`src/sws_consts.svh`:
```
`ifndef SWS_CONSTS_SVH
`define SWS_CONSTS_SVH
// register byte offsets
`define SWS_OFS_CTRL     8'h00
`define SWS_OFS_VBASE    8'h04
`define SWS_OFS_SCORE    8'h08
`define SWS_OFS_EXECP    8'h0C
`define SWS_OFS_DECP     8'h10
`define SWS_OFS_PREFP    8'h14
`define SWS_OFS_STATUS   8'h18
`define SWS_OFS_DUREC    8'h40
`define SWS_DUREC_NUM    9
// fields and values
`define SWS_CTRL_DELAY   0
`define SWS_RESET_PC     32'h0000_0000
`define SWS_RESET_VBASE  32'h0000_0000
`define SWS_PAGE_MASK    32'hFFFF_F000
`define SWS_RET_REG      5'h01
`define SWS_PTR_STEP     32'h0000_0004
`define SWS_VEC_SHIFT    3
`endif

```
`src/sws_pkg.sv`:
```
package sws_pkg;
    typedef enum logic [1:0] {
        SWS_RUN    = 2'b00,
        SWS_DRAIN  = 2'b01,
        SWS_FREEZE = 2'b10,
        SWS_VECTOR = 2'b11
    } sws_state_t;
    typedef enum logic [1:0] {
        SWS_EXC_NONE      = 2'b00,
        SWS_EXC_PRECISE   = 2'b01,
        SWS_EXC_INTERRUPT = 2'b10,
        SWS_EXC_IMPRECISE = 2'b11
    } sws_cause_t;
endpackage

```
`src/sws_core.sv`:
```
// The placing of the registers and the Avalon-MM interface to the registers were decided locally.
`timescale 1ns/10ps
`default_nettype none
`include "sws_consts.svh"
module sws_core (
    input  wire logic        clk,
    input  wire logic        rst_n,
    input  wire logic [7:0]  avs_address,
    input  wire logic        avs_read,
    input  wire logic        avs_write,
    input  wire logic [31:0] avs_writedata,
    output logic      [31:0] avs_readdata,
    output logic             avs_waitrequest,
    input  wire logic        instr_valid,
    output logic             instr_issue,
    input  wire logic [4:0]  instr_src_a,
    input  wire logic [4:0]  instr_src_b,
    input  wire logic [4:0]  instr_dst,
    input  wire logic        instr_multi,
    input  wire logic        instr_mem,
    input  wire logic        instr_load,
    input  wire logic        instr_imm_sel,
    input  wire logic [15:0] instr_imm,
    input  wire logic        instr_call,
    output logic      [31:0] source_bus_a,
    output logic      [31:0] source_bus_b,
    input  wire logic        int_wb_req,
    input  wire logic [4:0]  int_wb_dst,
    input  wire logic [31:0] int_wb_data,
    output logic             int_wb_gnt,
    input  wire logic        fpu_wb_req,
    input  wire logic [4:0]  fpu_wb_dst,
    input  wire logic [31:0] fpu_wb_data,
    output logic             fpu_wb_gnt,
    output logic             result_valid,
    output logic      [4:0]  result_dst,
    output logic      [31:0] result_data,
    output logic             d_req,
    output logic      [29:0] d_addr,
    output logic             d_we,
    output logic      [31:0] d_wdata,
    input  wire logic        d_reply,
    input  wire logic        d_reply_err,
    input  wire logic [31:0] d_rdata,
    output logic             d_reply_ack,
    input  wire logic        exc_precise,
    input  wire logic        exc_irq,
    input  wire logic        exc_imprecise,
    output logic             exc_ack,
    output logic             context_freeze,
    output logic             fpu_disable,
    input  wire logic        branch_taken,
    input  wire logic [31:0] branch_target,
    output logic             prefetch_flush,
    output logic             prefetch_load,
    output logic      [31:0] execute_pointer,
    output logic      [31:0] decode_pointer,
    output logic      [31:0] prefetch_pointer
);
    logic [31:0]          regfile_q [0:31];
    logic [31:0]          sb_q;
    logic [31:0]          durec_q [0:`SWS_DUREC_NUM-1];
    logic [31:0]          vbase_q;
    logic                 delay_q;
    logic                 ack_q;
    sws_pkg::sws_state_t  state_q;
    sws_pkg::sws_cause_t  cause_q;
    logic                 mem_err_q;
    logic                 call_pend_q;
    logic [31:0]          call_ret_q;
    logic                 s2_v_q, s2_ld_q, s1_v_q, s1_ld_q, s0_v_q, s0_ld_q;
    logic [4:0]           s2_reg_q, s1_reg_q, s0_reg_q;
    logic [31:0]          s2_addr_q;
    logic                 du_wb_v_q;
    logic [4:0]           du_wb_dst_q;
    logic [31:0]          du_wb_data_q;
    logic                 flush_q, load_q, exc_ack_q;
    logic                 exc_any, exc_block, int_any, du_gnt, call_gnt;
    logic                 busy_a, busy_b, busy_d, mem_ok, s1_go, s0_done, pipe_empty;
    logic [31:0]          rd_a, rd_b, rd_st, vec_addr;
    logic [31:0]          sb_set, sb_clr;
    sws_pkg::sws_cause_t  cause_d;

    // ---------------- register bus: one wait cycle, then answer
    assign avs_waitrequest = (avs_read | avs_write) & ~ack_q;

    always_ff @(posedge clk or negedge rst_n) begin
        if (!rst_n) begin
            ack_q <= 1'b0;
        end else begin
            ack_q <= (avs_read | avs_write) & ~ack_q;
        end
    end

    always_ff @(posedge clk or negedge rst_n) begin
        if (!rst_n) begin
            delay_q <= 1'b0;
            vbase_q <= `SWS_RESET_VBASE;
        end else if (avs_write && ack_q) begin
            if (avs_address == `SWS_OFS_CTRL) begin
                delay_q <= avs_writedata[`SWS_CTRL_DELAY];
            end
            if (avs_address == `SWS_OFS_VBASE) begin
                vbase_q <= avs_writedata & `SWS_PAGE_MASK;
            end
        end
    end

    always_ff @(posedge clk or negedge rst_n) begin
        if (!rst_n) begin
            avs_readdata <= 32'h0000_0000;
        end else if (avs_read && !ack_q) begin
            avs_readdata <= 32'h0000_0000;
            unique case (avs_address)
                `SWS_OFS_CTRL:   avs_readdata <= {31'h0000_0000, delay_q};
                `SWS_OFS_VBASE:  avs_readdata <= vbase_q;
                `SWS_OFS_SCORE:  avs_readdata <= sb_q;
                `SWS_OFS_EXECP:  avs_readdata <= execute_pointer;
                `SWS_OFS_DECP:   avs_readdata <= decode_pointer;
                `SWS_OFS_PREFP:  avs_readdata <= prefetch_pointer;
                `SWS_OFS_STATUS: avs_readdata <= {22'h00_0000, mem_err_q, du_wb_v_q, s0_v_q, s1_v_q, s2_v_q,
                                                  call_pend_q, cause_q, state_q};
                default: begin
                    if (avs_address >= `SWS_OFS_DUREC && avs_address < `SWS_OFS_DUREC + 8'(4 * `SWS_DUREC_NUM)
                        && avs_address[1:0] == 2'b00) begin
                        avs_readdata <= durec_q[4'((avs_address - `SWS_OFS_DUREC) >> 2)];
                    end
                end
            endcase
        end
    end

    // ---------------- writeback arbiter
    assign exc_any   = exc_precise | exc_irq | exc_imprecise | mem_err_q;
    assign exc_block = exc_any | (state_q != sws_pkg::SWS_RUN);
    assign int_any   = call_pend_q | int_wb_req;
    // only one result per cycle; losers keep their request up
    assign call_gnt   = !exc_block && call_pend_q;
    assign int_wb_gnt = !exc_block && !call_pend_q && int_wb_req;
    assign fpu_wb_gnt = !exc_block && !int_any && fpu_wb_req;
    assign du_gnt     = du_wb_v_q && (exc_block || (!int_any && !fpu_wb_req));

    always_comb begin
        result_valid = call_gnt | int_wb_gnt | fpu_wb_gnt | du_gnt;
        result_dst   = 5'h00;
        result_data  = 32'h0000_0000;
        if (call_gnt) begin
            result_dst  = `SWS_RET_REG;
            result_data = call_ret_q;
        end else if (int_wb_gnt) begin
            result_dst  = int_wb_dst;
            result_data = int_wb_data;
        end else if (fpu_wb_gnt) begin
            result_dst  = fpu_wb_dst;
            result_data = fpu_wb_data;
        end else if (du_gnt) begin
            result_dst  = du_wb_dst_q;
            result_data = du_wb_data_q;
        end
    end

    always_ff @(posedge clk) begin
        if (result_valid && result_dst != 5'h00) begin
            regfile_q[result_dst] <= result_data;
        end
    end

    // ---------------- read ports with feed-forward from the result bus
    function automatic logic [31:0] sws_read(input logic [4:0] idx, input logic v, input logic [4:0] wd,
                                             input logic [31:0] wdat, input logic [31:0] rfv);
        sws_read = 32'h0000_0000;
        if (idx != 5'h00) begin
            sws_read = (v && wd == idx) ? wdat : rfv;
        end
    endfunction

    assign rd_a  = sws_read(instr_src_a, result_valid, result_dst, result_data, regfile_q[instr_src_a]);
    assign rd_b  = sws_read(instr_src_b, result_valid, result_dst, result_data, regfile_q[instr_src_b]);
    assign rd_st = sws_read(s2_reg_q, result_valid, result_dst, result_data, regfile_q[s2_reg_q]);

    // a register being written this cycle counts as free: its value is forwarded
    assign busy_a = sb_q[instr_src_a] && !(result_valid && result_dst == instr_src_a);
    assign busy_b = sb_q[instr_src_b] && !(result_valid && result_dst == instr_src_b);
    assign busy_d = sb_q[instr_dst] && !(result_valid && result_dst == instr_dst);

    // ---------------- issue
    assign mem_ok      = !s2_v_q || !s1_v_q || s1_go;
    assign instr_issue = instr_valid && !exc_block && !busy_a && !busy_b && !busy_d
                         && (!instr_mem || mem_ok) && !(instr_call && call_pend_q);

    always_ff @(posedge clk or negedge rst_n) begin
        if (!rst_n) begin
            source_bus_a <= 32'h0000_0000;
            source_bus_b <= 32'h0000_0000;
        end else if (instr_issue) begin
            source_bus_a <= rd_a;
            source_bus_b <= rd_b;
        end
    end

    // ---------------- scoreboard; a set wins over a clear of the same bit
    always_comb begin
        sb_set = 32'h0000_0000;
        sb_clr = 32'h0000_0000;
        if (instr_issue && (instr_multi || (instr_mem && instr_load))) begin
            sb_set[instr_dst] = 1'b1;
        end
        if (instr_issue && instr_call) begin
            sb_set[`SWS_RET_REG] = 1'b1;
        end
        if (result_valid) begin
            sb_clr[result_dst] = 1'b1;
        end
        if (s0_done && s0_ld_q && d_reply_err) begin
            sb_clr[s0_reg_q] = 1'b1;
        end
    end

    always_ff @(posedge clk or negedge rst_n) begin
        if (!rst_n) begin
            sb_q <= 32'h0000_0000;
        end else begin
            sb_q <= ((sb_q & ~sb_clr) | sb_set) & 32'hFFFF_FFFE;
        end
    end

    // ---------------- call return pointer, written as a single-cycle result
    always_ff @(posedge clk or negedge rst_n) begin
        if (!rst_n) begin
            call_pend_q <= 1'b0;
            call_ret_q  <= 32'h0000_0000;
        end else if (instr_issue && instr_call) begin
            call_pend_q <= 1'b1;
            call_ret_q  <= delay_q ? prefetch_pointer : decode_pointer;
        end else if (call_gnt) begin
            call_pend_q <= 1'b0;
        end
    end

    // ---------------- data memory pipeline
    // stage 0 retires only when its load result has a slot to wait in
    assign s0_done     = s0_v_q && d_reply && (!s0_ld_q || d_reply_err || !du_wb_v_q || du_gnt);
    assign d_reply_ack = s0_done;
    assign s1_go       = s1_v_q && (!s0_v_q || s0_done);
    assign pipe_empty  = !s2_v_q && !s1_v_q && !s0_v_q && !du_wb_v_q;

    always_ff @(posedge clk or negedge rst_n) begin
        if (!rst_n) begin
            s2_v_q    <= 1'b0;
            s2_ld_q   <= 1'b0;
            s2_reg_q  <= 5'h00;
            s2_addr_q <= 32'h0000_0000;
        end else if (instr_issue && instr_mem) begin
            s2_v_q    <= 1'b1;
            s2_ld_q   <= instr_load;
            s2_reg_q  <= instr_dst;
            s2_addr_q <= rd_a + (instr_imm_sel ? {16'h0000, instr_imm} : rd_b);
        end else if (s2_v_q && (!s1_v_q || s1_go)) begin
            s2_v_q <= 1'b0;
        end
    end

    always_ff @(posedge clk or negedge rst_n) begin
        if (!rst_n) begin
            s1_v_q   <= 1'b0;
            s1_ld_q  <= 1'b0;
            s1_reg_q <= 5'h00;
            d_addr   <= 30'h0000_0000;
            d_wdata  <= 32'h0000_0000;
        end else if (s2_v_q && (!s1_v_q || s1_go)) begin
            s1_v_q   <= 1'b1;
            s1_ld_q  <= s2_ld_q;
            s1_reg_q <= s2_reg_q;
            d_addr   <= s2_addr_q[31:2];
            d_wdata  <= s2_ld_q ? 32'h0000_0000 : rd_st;
        end else if (s1_go) begin
            s1_v_q <= 1'b0;
        end
    end
    assign d_req = s1_v_q;
    assign d_we  = s1_v_q && !s1_ld_q;

    always_ff @(posedge clk or negedge rst_n) begin
        if (!rst_n) begin
            s0_v_q   <= 1'b0;
            s0_ld_q  <= 1'b0;
            s0_reg_q <= 5'h00;
        end else if (s1_go) begin
            s0_v_q   <= 1'b1;
            s0_ld_q  <= s1_ld_q;
            s0_reg_q <= s1_reg_q;
        end else if (s0_done) begin
            s0_v_q <= 1'b0;
        end
    end

    always_ff @(posedge clk or negedge rst_n) begin
        if (!rst_n) begin
            du_wb_v_q    <= 1'b0;
            du_wb_dst_q  <= 5'h00;
            du_wb_data_q <= 32'h0000_0000;
        end else if (s0_done && s0_ld_q && !d_reply_err) begin
            du_wb_v_q    <= 1'b1;
            du_wb_dst_q  <= s0_reg_q;
            du_wb_data_q <= d_rdata;
        end else if (du_gnt) begin
            du_wb_v_q <= 1'b0;
        end
    end

    // faulting access and those behind it, kept for rebuild
    always_ff @(posedge clk or negedge rst_n) begin
        if (!rst_n) begin
            for (int i = 0; i < `SWS_DUREC_NUM; i++) begin
                durec_q[i] <= 32'h0000_0000;
            end
        end else if (s0_done && d_reply_err) begin
            durec_q[0] <= {24'h00_0000, 1'b1, s0_ld_q, 1'b0, s0_reg_q};
            durec_q[1] <= {d_addr, 2'b00};
            durec_q[2] <= d_rdata;
            durec_q[3] <= {24'h00_0000, s1_v_q, s1_ld_q, 1'b0, s1_reg_q};
            durec_q[4] <= {d_addr, 2'b00};
            durec_q[5] <= d_wdata;
            durec_q[6] <= {24'h00_0000, s2_v_q, s2_ld_q, 1'b0, s2_reg_q};
            durec_q[7] <= s2_addr_q;
            durec_q[8] <= 32'h0000_0000;
        end
    end

    always_ff @(posedge clk or negedge rst_n) begin
        if (!rst_n) begin
            mem_err_q <= 1'b0;
        end else if (s0_done && d_reply_err) begin
            mem_err_q <= 1'b1;
        end else if (state_q == sws_pkg::SWS_VECTOR && cause_q == sws_pkg::SWS_EXC_IMPRECISE) begin
            mem_err_q <= 1'b0;
        end
    end

    // ---------------- exception arbiter and sequence
    always_comb begin
        if (exc_precise) begin
            cause_d = sws_pkg::SWS_EXC_PRECISE;
        end else if (exc_irq) begin
            cause_d = sws_pkg::SWS_EXC_INTERRUPT;
        end else if (exc_imprecise || mem_err_q) begin
            cause_d = sws_pkg::SWS_EXC_IMPRECISE;
        end else begin
            cause_d = sws_pkg::SWS_EXC_NONE;
        end
    end

    always_ff @(posedge clk or negedge rst_n) begin
        if (!rst_n) begin
            state_q <= sws_pkg::SWS_RUN;
            cause_q <= sws_pkg::SWS_EXC_NONE;
        end else begin
            unique case (state_q)
                sws_pkg::SWS_RUN: begin
                    // requests still seen in the ack cycle were already served
                    if (exc_any && !exc_ack_q) begin
                        state_q <= sws_pkg::SWS_DRAIN;
                        cause_q <= cause_d;
                    end
                end
                sws_pkg::SWS_DRAIN: begin
                    if (pipe_empty) begin
                        state_q <= sws_pkg::SWS_FREEZE;
                    end
                end
                sws_pkg::SWS_FREEZE: state_q <= sws_pkg::SWS_VECTOR;
                sws_pkg::SWS_VECTOR: state_q <= sws_pkg::SWS_RUN;
            endcase
        end
    end
    assign context_freeze = state_q == sws_pkg::SWS_FREEZE || state_q == sws_pkg::SWS_VECTOR;
    assign fpu_disable    = state_q != sws_pkg::SWS_RUN;
    assign vec_addr       = vbase_q + (32'(cause_q) << `SWS_VEC_SHIFT);

    // ---------------- instruction pointers and prefetch control
    always_ff @(posedge clk or negedge rst_n) begin
        if (!rst_n) begin
            execute_pointer  <= `SWS_RESET_PC;
            decode_pointer   <= `SWS_RESET_PC;
            prefetch_pointer <= `SWS_RESET_PC;
            flush_q          <= 1'b0;
            load_q           <= 1'b0;
            exc_ack_q        <= 1'b0;
        end else begin
            flush_q   <= 1'b0;
            load_q    <= 1'b0;
            exc_ack_q <= 1'b0;
            if (state_q == sws_pkg::SWS_VECTOR) begin
                prefetch_pointer <= vec_addr;
                flush_q          <= 1'b1;
                load_q           <= 1'b1;
                exc_ack_q        <= 1'b1;
            end else if (instr_issue) begin
                execute_pointer <= decode_pointer;
                decode_pointer  <= prefetch_pointer;
                if (branch_taken) begin
                    prefetch_pointer <= branch_target;
                    flush_q          <= 1'b1;
                    load_q           <= 1'b1;
                end else begin
                    prefetch_pointer <= prefetch_pointer + `SWS_PTR_STEP;
                end
            end
        end
    end
    assign prefetch_flush = flush_q;
    assign prefetch_load  = load_q;
    assign exc_ack        = exc_ack_q;

    // ---------------- checks
    a_zero_reads_zero: assert property (@(posedge clk) disable iff (!rst_n)
        instr_issue && instr_src_a == 5'h00 |=> source_bus_a == 32'h0000_0000)
        else $error("zero register read non-zero");
    a_wb_one_grant: assert property (@(posedge clk) disable iff (!rst_n)
        $onehot0({call_gnt, int_wb_gnt, fpu_wb_gnt, du_gnt}))
        else $error("more than one writeback grant");
    a_wb_exc_mem_only: assert property (@(posedge clk) disable iff (!rst_n)
        exc_block |-> !call_gnt && !int_wb_gnt && !fpu_wb_gnt)
        else $error("non-memory writeback during exception");
    a_wb_priority: assert property (@(posedge clk) disable iff (!rst_n)
        !exc_block && int_wb_req && !call_pend_q |-> int_wb_gnt && !fpu_wb_gnt && !du_gnt)
        else $error("writeback priority violated");
    a_busy_marked: assert property (@(posedge clk) disable iff (!rst_n)
        instr_issue && instr_multi && instr_dst != 5'h00 |=> sb_q[$past(instr_dst)])
        else $error("destination not marked busy");
    a_exc_order: assert property (@(posedge clk) disable iff (!rst_n)
        state_q == sws_pkg::SWS_RUN && !exc_ack && exc_precise |=> cause_q == sws_pkg::SWS_EXC_PRECISE)
        else $error("exception priority violated");
    a_freeze_drained: assert property (@(posedge clk) disable iff (!rst_n)
        $rose(context_freeze) |-> pipe_empty && fpu_disable)
        else $error("freeze before memory drained");
    a_vector_load: assert property (@(posedge clk) disable iff (!rst_n)
        state_q == sws_pkg::SWS_VECTOR |=> prefetch_pointer == $past(vec_addr) && prefetch_flush ##1 !prefetch_flush)
        else $error("vector not loaded into prefetch pointer");
    a_addr_stage: assert property (@(posedge clk) disable iff (!rst_n)
        s2_v_q && (!s1_v_q || s1_go) |=> d_req && d_addr == $past(s2_addr_q[31:2]))
        else $error("address not driven in next stage");
    a_forward_a: assert property (@(posedge clk) disable iff (!rst_n)
        instr_issue && result_valid && result_dst == instr_src_a && instr_src_a != 5'h00
        |=> source_bus_a == $past(result_data))
        else $error("result not forwarded");
    c_two_on_bus: cover property (@(posedge clk) disable iff (!rst_n) s1_v_q && s0_v_q);
    c_exc_sequence: cover property (@(posedge clk) disable iff (!rst_n)
        state_q == sws_pkg::SWS_DRAIN ##[1:40] state_q == sws_pkg::SWS_VECTOR);
    c_fwd_both: cover property (@(posedge clk) disable iff (!rst_n)
        instr_issue && result_valid && result_dst == instr_src_a && result_dst == instr_src_b);
endmodule
`default_nettype wire

```
`config.mk`:
```
export PLATFORM = sky130hd
export DESIGN_NAME = sws_core
export DESIGN_NICKNAME = d
export VERILOG_FILES = /design/src/sws_pkg.sv /design/src/sws_core.sv
export VERILOG_INCLUDE_DIRS = /design/src
export SDC_FILE = /design/constraint.sdc
export NUM_CORES = 2
export LEC_CHECK = 0
export BUFFER_PORTS_ARGS = -buffer_cell sky130_fd_sc_hd__buf_2
export CORE_MARGIN = 1.5
export CORE_UTILIZATION = 30
export CTS_CLUSTER_DIAMETER = 100
export DETAILED_ROUTE_END_ITERATION = 10
export SETUP_SLACK_MARGIN = 0.4
export SYNTH_ARGS = -nofsm -noshare
export SYNTH_HDL_FRONTEND = slang
export SYNTH_SLANG_ARGS = --single-unit
```
`constraint.sdc`:
```
create_clock -name clk -period 7.64 [get_ports clk]
set_input_delay 0 -clock clk [delete_from_list [all_inputs] [get_ports clk]]
set_output_delay 0 -clock clk [all_outputs]
set_load 0.02 [all_outputs]
```
# Word-level counts from Yosys, hierarchy flattened
# Memories as Yosys holds them, arrays and structs flattened.
# Index checks and enable logic that the tools add are counted.
# word_totals
word_cells,253
n_memories,1
out_inout_bits,304
inputBits,227
mem_bits_rw,1024
register_bits,585
# classes
n_addsub,4
muxes,65
order_cmp,11
n_bitwise,17
n_reduce_logical,100
eq_ne,16
# mem_list
name,words,width,read_ports,rd_ports_with_merged_regs,write_ports,line_no,rtl
regfile_q,32,32,3,0,1,sws_core.sv:60,logic [31:0] regfile_q [0:31];
# ops
op,count
$mux 32,22
$pmux 32 s7,1
$bmux 32 s4,1
$or 32x32->32,2
$logic_and 1x1->1,47
$add 32x3->32 const B,1
$add 32x32->32,1
$add 32x5->32,1
$and 32x32->32,1
$not 32->32,1
$lt 5x6->1 const B,5
$mux 1,25
$eq 8x5->1 const B,3
$logic_not 1->1,21
$eq 5x5->1,4
$mux 5,4
$reduce_bool 5->1,4
$eq 8x4->1 const B,2
$reduce_bool 2->1,8
$bmux 1 s5,3
$demux 1 s5,3
$ge 5x1->1 const B,3
$logic_or 1x1->1,12
$mux 2,5
16 further kinds,33

# Depth between registers and ports, before layout
# logic_depth
ltp_word,24
mapped_depth,23
depth_no_buf,22

# Worst setup path after synthesis
# OpenSTA, ideal clock, no wires.
# synth_path
kind,flip-flop to flip-flop
startpoint,register mem_err_q
endpoint,register s2_addr_q[24]
stages_incl_launch_ff,22
n_path_buf,4
setup_ns,0.125
arrival_time_ns,6.617
t_required_ns,7.515
setup_slack_ns,0.898
period_less_slack_ns,6.742
cell_sequence,dfrtp_1 -> or4_1 -> buf_2 -> buf_6 -> nor2_1 -> and3b_1 -> clkbuf_1 -> clkbuf_1 -> a221oi_1 -> o21ai_0 -> o211ai_1 -> o21ai_0 -> ha_1 -> a21o_1 -> a211o_1 -> a2111o_1 -> nand2_1 -> o21ai_0 -> a211oi_1 -> o21a_1 -> o311ai_0 -> mux2_2
# synth_via
elab_cells_between_ends,55
classes_between,add/sub (1); eq/ne (3); mux (13); bitwise (5); reduce/logical (33)
# synth_rtl
element,line_no,rtl
from (decl),sws_core.sv:68,logic mem_err_q;
from (signal assigned),sws_core.sv:332,mem_err_q <= 1'b0;
from (signal assigned),sws_core.sv:334,mem_err_q <= 1'b1;
from (signal assigned),sws_core.sv:336,mem_err_q <= 1'b0;
$or 1x1->1 (*),sws_core.sv:134,assign exc_any = exc_precise | exc_irq | exc_imprecise | mem_err_q;
$or 1x1->1 (*),sws_core.sv:135,assign exc_block = exc_any | (state_q != sws_pkg::SWS_RUN);
$logic_or 1x1->1 or $logic_not 1->1 (tied branches),--,
"$logic_and 1x1->1, on equally long branches","sws_core.sv:141, sws_core.sv:140",
$mux 32 or $logic_and 1x1->1 (tied branches),"sws_core.sv:156, sws_core.sv:140",
$mux 32,sws_core.sv:153,end else if (fpu_wb_gnt) begin
$mux 32,sws_core.sv:150,end else if (int_wb_gnt) begin
$mux 32 (*),sws_core.sv:147,if (call_gnt) begin
net result_data[2],sws_core.sv:37,"output logic [31:0] result_data,"
$mux 32,sws_core.sv:173,sws_read = (v && wd == idx) ? wdat : rfv;
$mux 32,sws_core.sv:172,if (idx != 5'h00) begin
$mux 32,sws_core.sv:257,"s2_addr_q <= rd_a + (instr_imm_sel ? {16'h0000, instr_imm} : rd_b);"
$add 32x32->32 (*),sws_core.sv:257,
to (signal assigned),sws_core.sv:257,
to (decl),sws_core.sv:73,logic [31:0] s2_addr_q;
# Mark *: on every way through the listed nets, which the timed path passes. The rest lies on a longest branch.
# A chain may end at the register's enable or synchronous reset.

# Final worst setup path
# layout_path
startpoint,register mem_err_q
endpoint,register s2_addr_q[24]
# layout_via
elab_chain_len,19
elab_cells_between_ends,55
classes_between,add/sub (1); eq/ne (3); mux (13); bitwise (5); reduce/logical (33)
# layout_rtl
element,line_no
$or 1x1->1 (*),sws_core.sv:134
$or 1x1->1 (*),sws_core.sv:135
branches (longest 17 deep; another with $add 32x32->32),--
# Every way passes the cells marked *.

==> out/qor.yml <==
critical_path:
  r2r_cells: 19
  path_cells: "or4_1 > a211oi_4 > nor3_1 > a2111oi_0 > and4_1 > nand2_2 > buf_4 > o211ai_1 > o21ai_0 > fa_1 > a21o_1 > a211o_1 > a2111o_1 > nand2_1 > o21ai_0 > a211oi_1 > o21a_1 > o311ai_0 > mux2_2"
  cpPeakStageDelay_ns: 0.87
  worstPathMaxFanout: 26
  critPathCaptureType: "register"
  critPathKind: "reg2reg"
  slowest_stage: "or4_1"
  cp.required_ns: 8.35
  worst_ep_arrival_time_ns: 7.67
  rrSetupSlack_ns: 0.68
  r2r_end: "s2_addr_q[24]"
  cp_common_cell: "o21ai_0"
  cp-start-kind: "register"
  timing.rr.start: "mem_err_q"
floorplanning:
  dieArea_um2: 288300
  rows: 195
  die_h_um: 537.0
  ios: 531
  die_w_um: 537.0
  core_area_um2: 283000
  start_util_pct: 30.22
cells_and_area:
  instances_no_fill: 10191
  final_common_cell: "edfxtp_1"
  largest_reg_flops: 1024
  area_growth_pct: 18.97
  reg_top3: "regfile_q (1024), durec_q (147)"
  final_cell_mix: "edfxtp_1, mux4_2, nand2_1"
  layout-drive-gt1-share_pct: 36.17
  top_register: "regfile_q"
  utilization_pct: 35.95
  nets: 6557
detailed_routing:
  drtIter0Drc: 8121
  ant_nets: 0
  firstDrtPassIters: 8
  drc: 0
  via_per_inst: 5.942
  post_drt_wl_per_cell_um: 33.12
  routed_wl_mm: 337.5
  vias: 60553
global_routing:
  grt_antenna_before_repair: 32
  grt_pass1_wl_mm: 470.4
  grt_max_degree: 161
  globalRouteOverflowTotal: 0
  track_usage_pct: 23.03
  grt_pass1_vias: 60597
cts:
  cts_buffers: 166
  clk_pin_slew_ns: 0.06
  post_cts_resized: 0
  cts_tree: "done"
  htree_levels: 4
  cts.sinks: 1609
  clk_latency_ns: 0.86
  cts_root_buffer: "clkbuf_16"
  clk_path_buf_depth: 3
synthesis:
  syn-mean-instance-area_um2: 15.28
  yosysSeqAreaShare_pct: 53.07
  synth-edff-count: 1024
  yosys_warnings: 0
  synth-async-reset-ratio_pct: 36.36
  synth.ff_latch_count: 1609
  netlist_instances: 5597
  syn-cell-area_um2: 85530
  ys.flop_type: "edfxtp_1"
  ys_types: 89
power_and_ir_drop:
  p_per_area_nw_per_um2: 247.5
  leakage_nw: 37.83
  ir_drop_uv: 264.1
hold_path:
  holdPathEnd: "regfile_q[16][0]"
  hold_path.startpoint: "int_wb_data[0]"
  hold_depth: 4
  hp-class: "in2reg"
placed_design:
  portBuffers: 519
  place_hpwl_mm: 218.4
  pre_cts_slack_ns: 0.9581
  dp_cells: 9588
  gp_congestion: 0.9392
outcome:
  status: "finished, violations left"
  violations: "max-capacitance violations, max-slew violations"
timing:
  setup_slack_ns: 0.6805
  setup_viol: 0
  finalSetupTns_ns: 0
  period_share_pct: 91.09
  whs_ns: 0.05746
  slew_headroom_pct: -3.006
  slew_viol_final: 2
  clock-skew-final_ns: 0.04336
  fin_crit_ns: 6.959
  finalHoldViolations: 0
  fmax_ghz: 0.1437
  rsz0062_at_grt: "no"
  tightest_slew_ns: 1.536
flow_run:
  drv_cap: 1
-- logic make-up (layout without fill, tap and decap cells) --
group | after synthesis | after routing | synth area share [%]
simple gates | 1231 | 1231 | 5.938
mux | 1385 | 1385 | 31.41
other cells | 1 | 46 | 0.004384
compound gates | 793 | 793 | 6.217
buf+inv | 499 | 1305 | 2.368
flops | 1609 | 1609 | 53.07
xor+xnor | 41 | 41 | 0.4359
fa+ha+maj | 38 | 38 | 0.5647
-- per-stage QoR --
step,total power [mW],area (µm²)
2_1_floorplan,13.99,85650
3_3_place_gp,16.36,93150
3_5_place_dp,16.39,93150
4_1_cts,25.14,101700
5_1_grt,25.87,101700
6_report,25.18,101800
-- how the worst max path moves through the flow --
stage               startpoint       endpoint  cells past startpoint
floorplan            mem_err_q  s2_addr_q[24]                     21
global placement     mem_err_q  s2_addr_q[24]                     18
detailed placement   mem_err_q  s2_addr_q[24]                     18
CTS                 state_q[0]  s2_addr_q[24]                     21
global route         mem_err_q  s2_addr_q[31]                     19
finish               mem_err_q  s2_addr_q[24]                     19
-- synthesized netlist by cell type, types with 27 or more instances --
| cell | number | area, µm² |
|---|---|---|
| edfxtp_1 | 1024 | 30750 |
| mux4_2 | 995 | 22410 |
| nand2_1 | 859 | 3224 |
| dfrtp_1 | 585 | 14640 |
| clkbuf_1 | 347 | 1303 |
| o21ai_0 | 281 | 1406 |
| mux2_2 | 212 | 2387 |
| nor2_1 | 194 | 728.2 |
| mux2i_1 | 113 | 1131 |
| a21oi_1 | 98 | 490.5 |
| buf_1 | 96 | 360.4 |
| a221oi_1 | 88 | 770.7 |
| a211oi_1 | 56 | 420.4 |
| mux2_4 | 54 | 810.8 |
| nand3_1 | 44 | 220.2 |
| a22oi_1 | 39 | 292.8 |
| o211ai_1 | 38 | 285.3 |
| ha_1 | 37 | 462.9 |
| a21o_1 | 36 | 270.3 |
| inv_1 | 27 | 101.4 |
-- final cells by class --
type / instances / area, µm²
multi-input combinational: 3520 / 38850
timing repair buffer: 967 / 6924
inverter: 28 / 105.1
sequential: 1609 / 45400
tap: 3743 / 4683
fill: 26606 / 181300
clock buffer: 214 / 4578
antenna: 14 / 35.03
clock inverter: 96 / 1182
-- where the power goes --
part	total [mW]	switching (mW)	internal (mW)
clock network	8.70	3.72	4.98
registers	10.6	0.845	9.72
logic	5.92	3.36	2.55
-- layer usage --
layer  GRT usage, %  part of all wire (%)
met1          27.74                    35
met2          36.36                    46
met3          5.663                    11
met4          15.99                   7.9
met5              0                 0.040
-- timing repair --
action                                 in CTS  in global routing
hold buffers                              279                  0
endpoints found under the hold margin     644                  0
buffers inserted                            0                  0
-- worst max-delay path, delay by kind of cell, from the launching register on --
| kind | cells | cell delay [ns] |
|---|---|---|
| simple gates | 5 | 1.78 |
| mux | 1 | 0.29 |
| fa+ha+maj | 1 | 0.46 |
| buf+inv | 1 | 0.28 |
| flops | 1 | 0.43 |
| compound gates | 11 | 3.52 |
(Power assumes the default switching activity.)
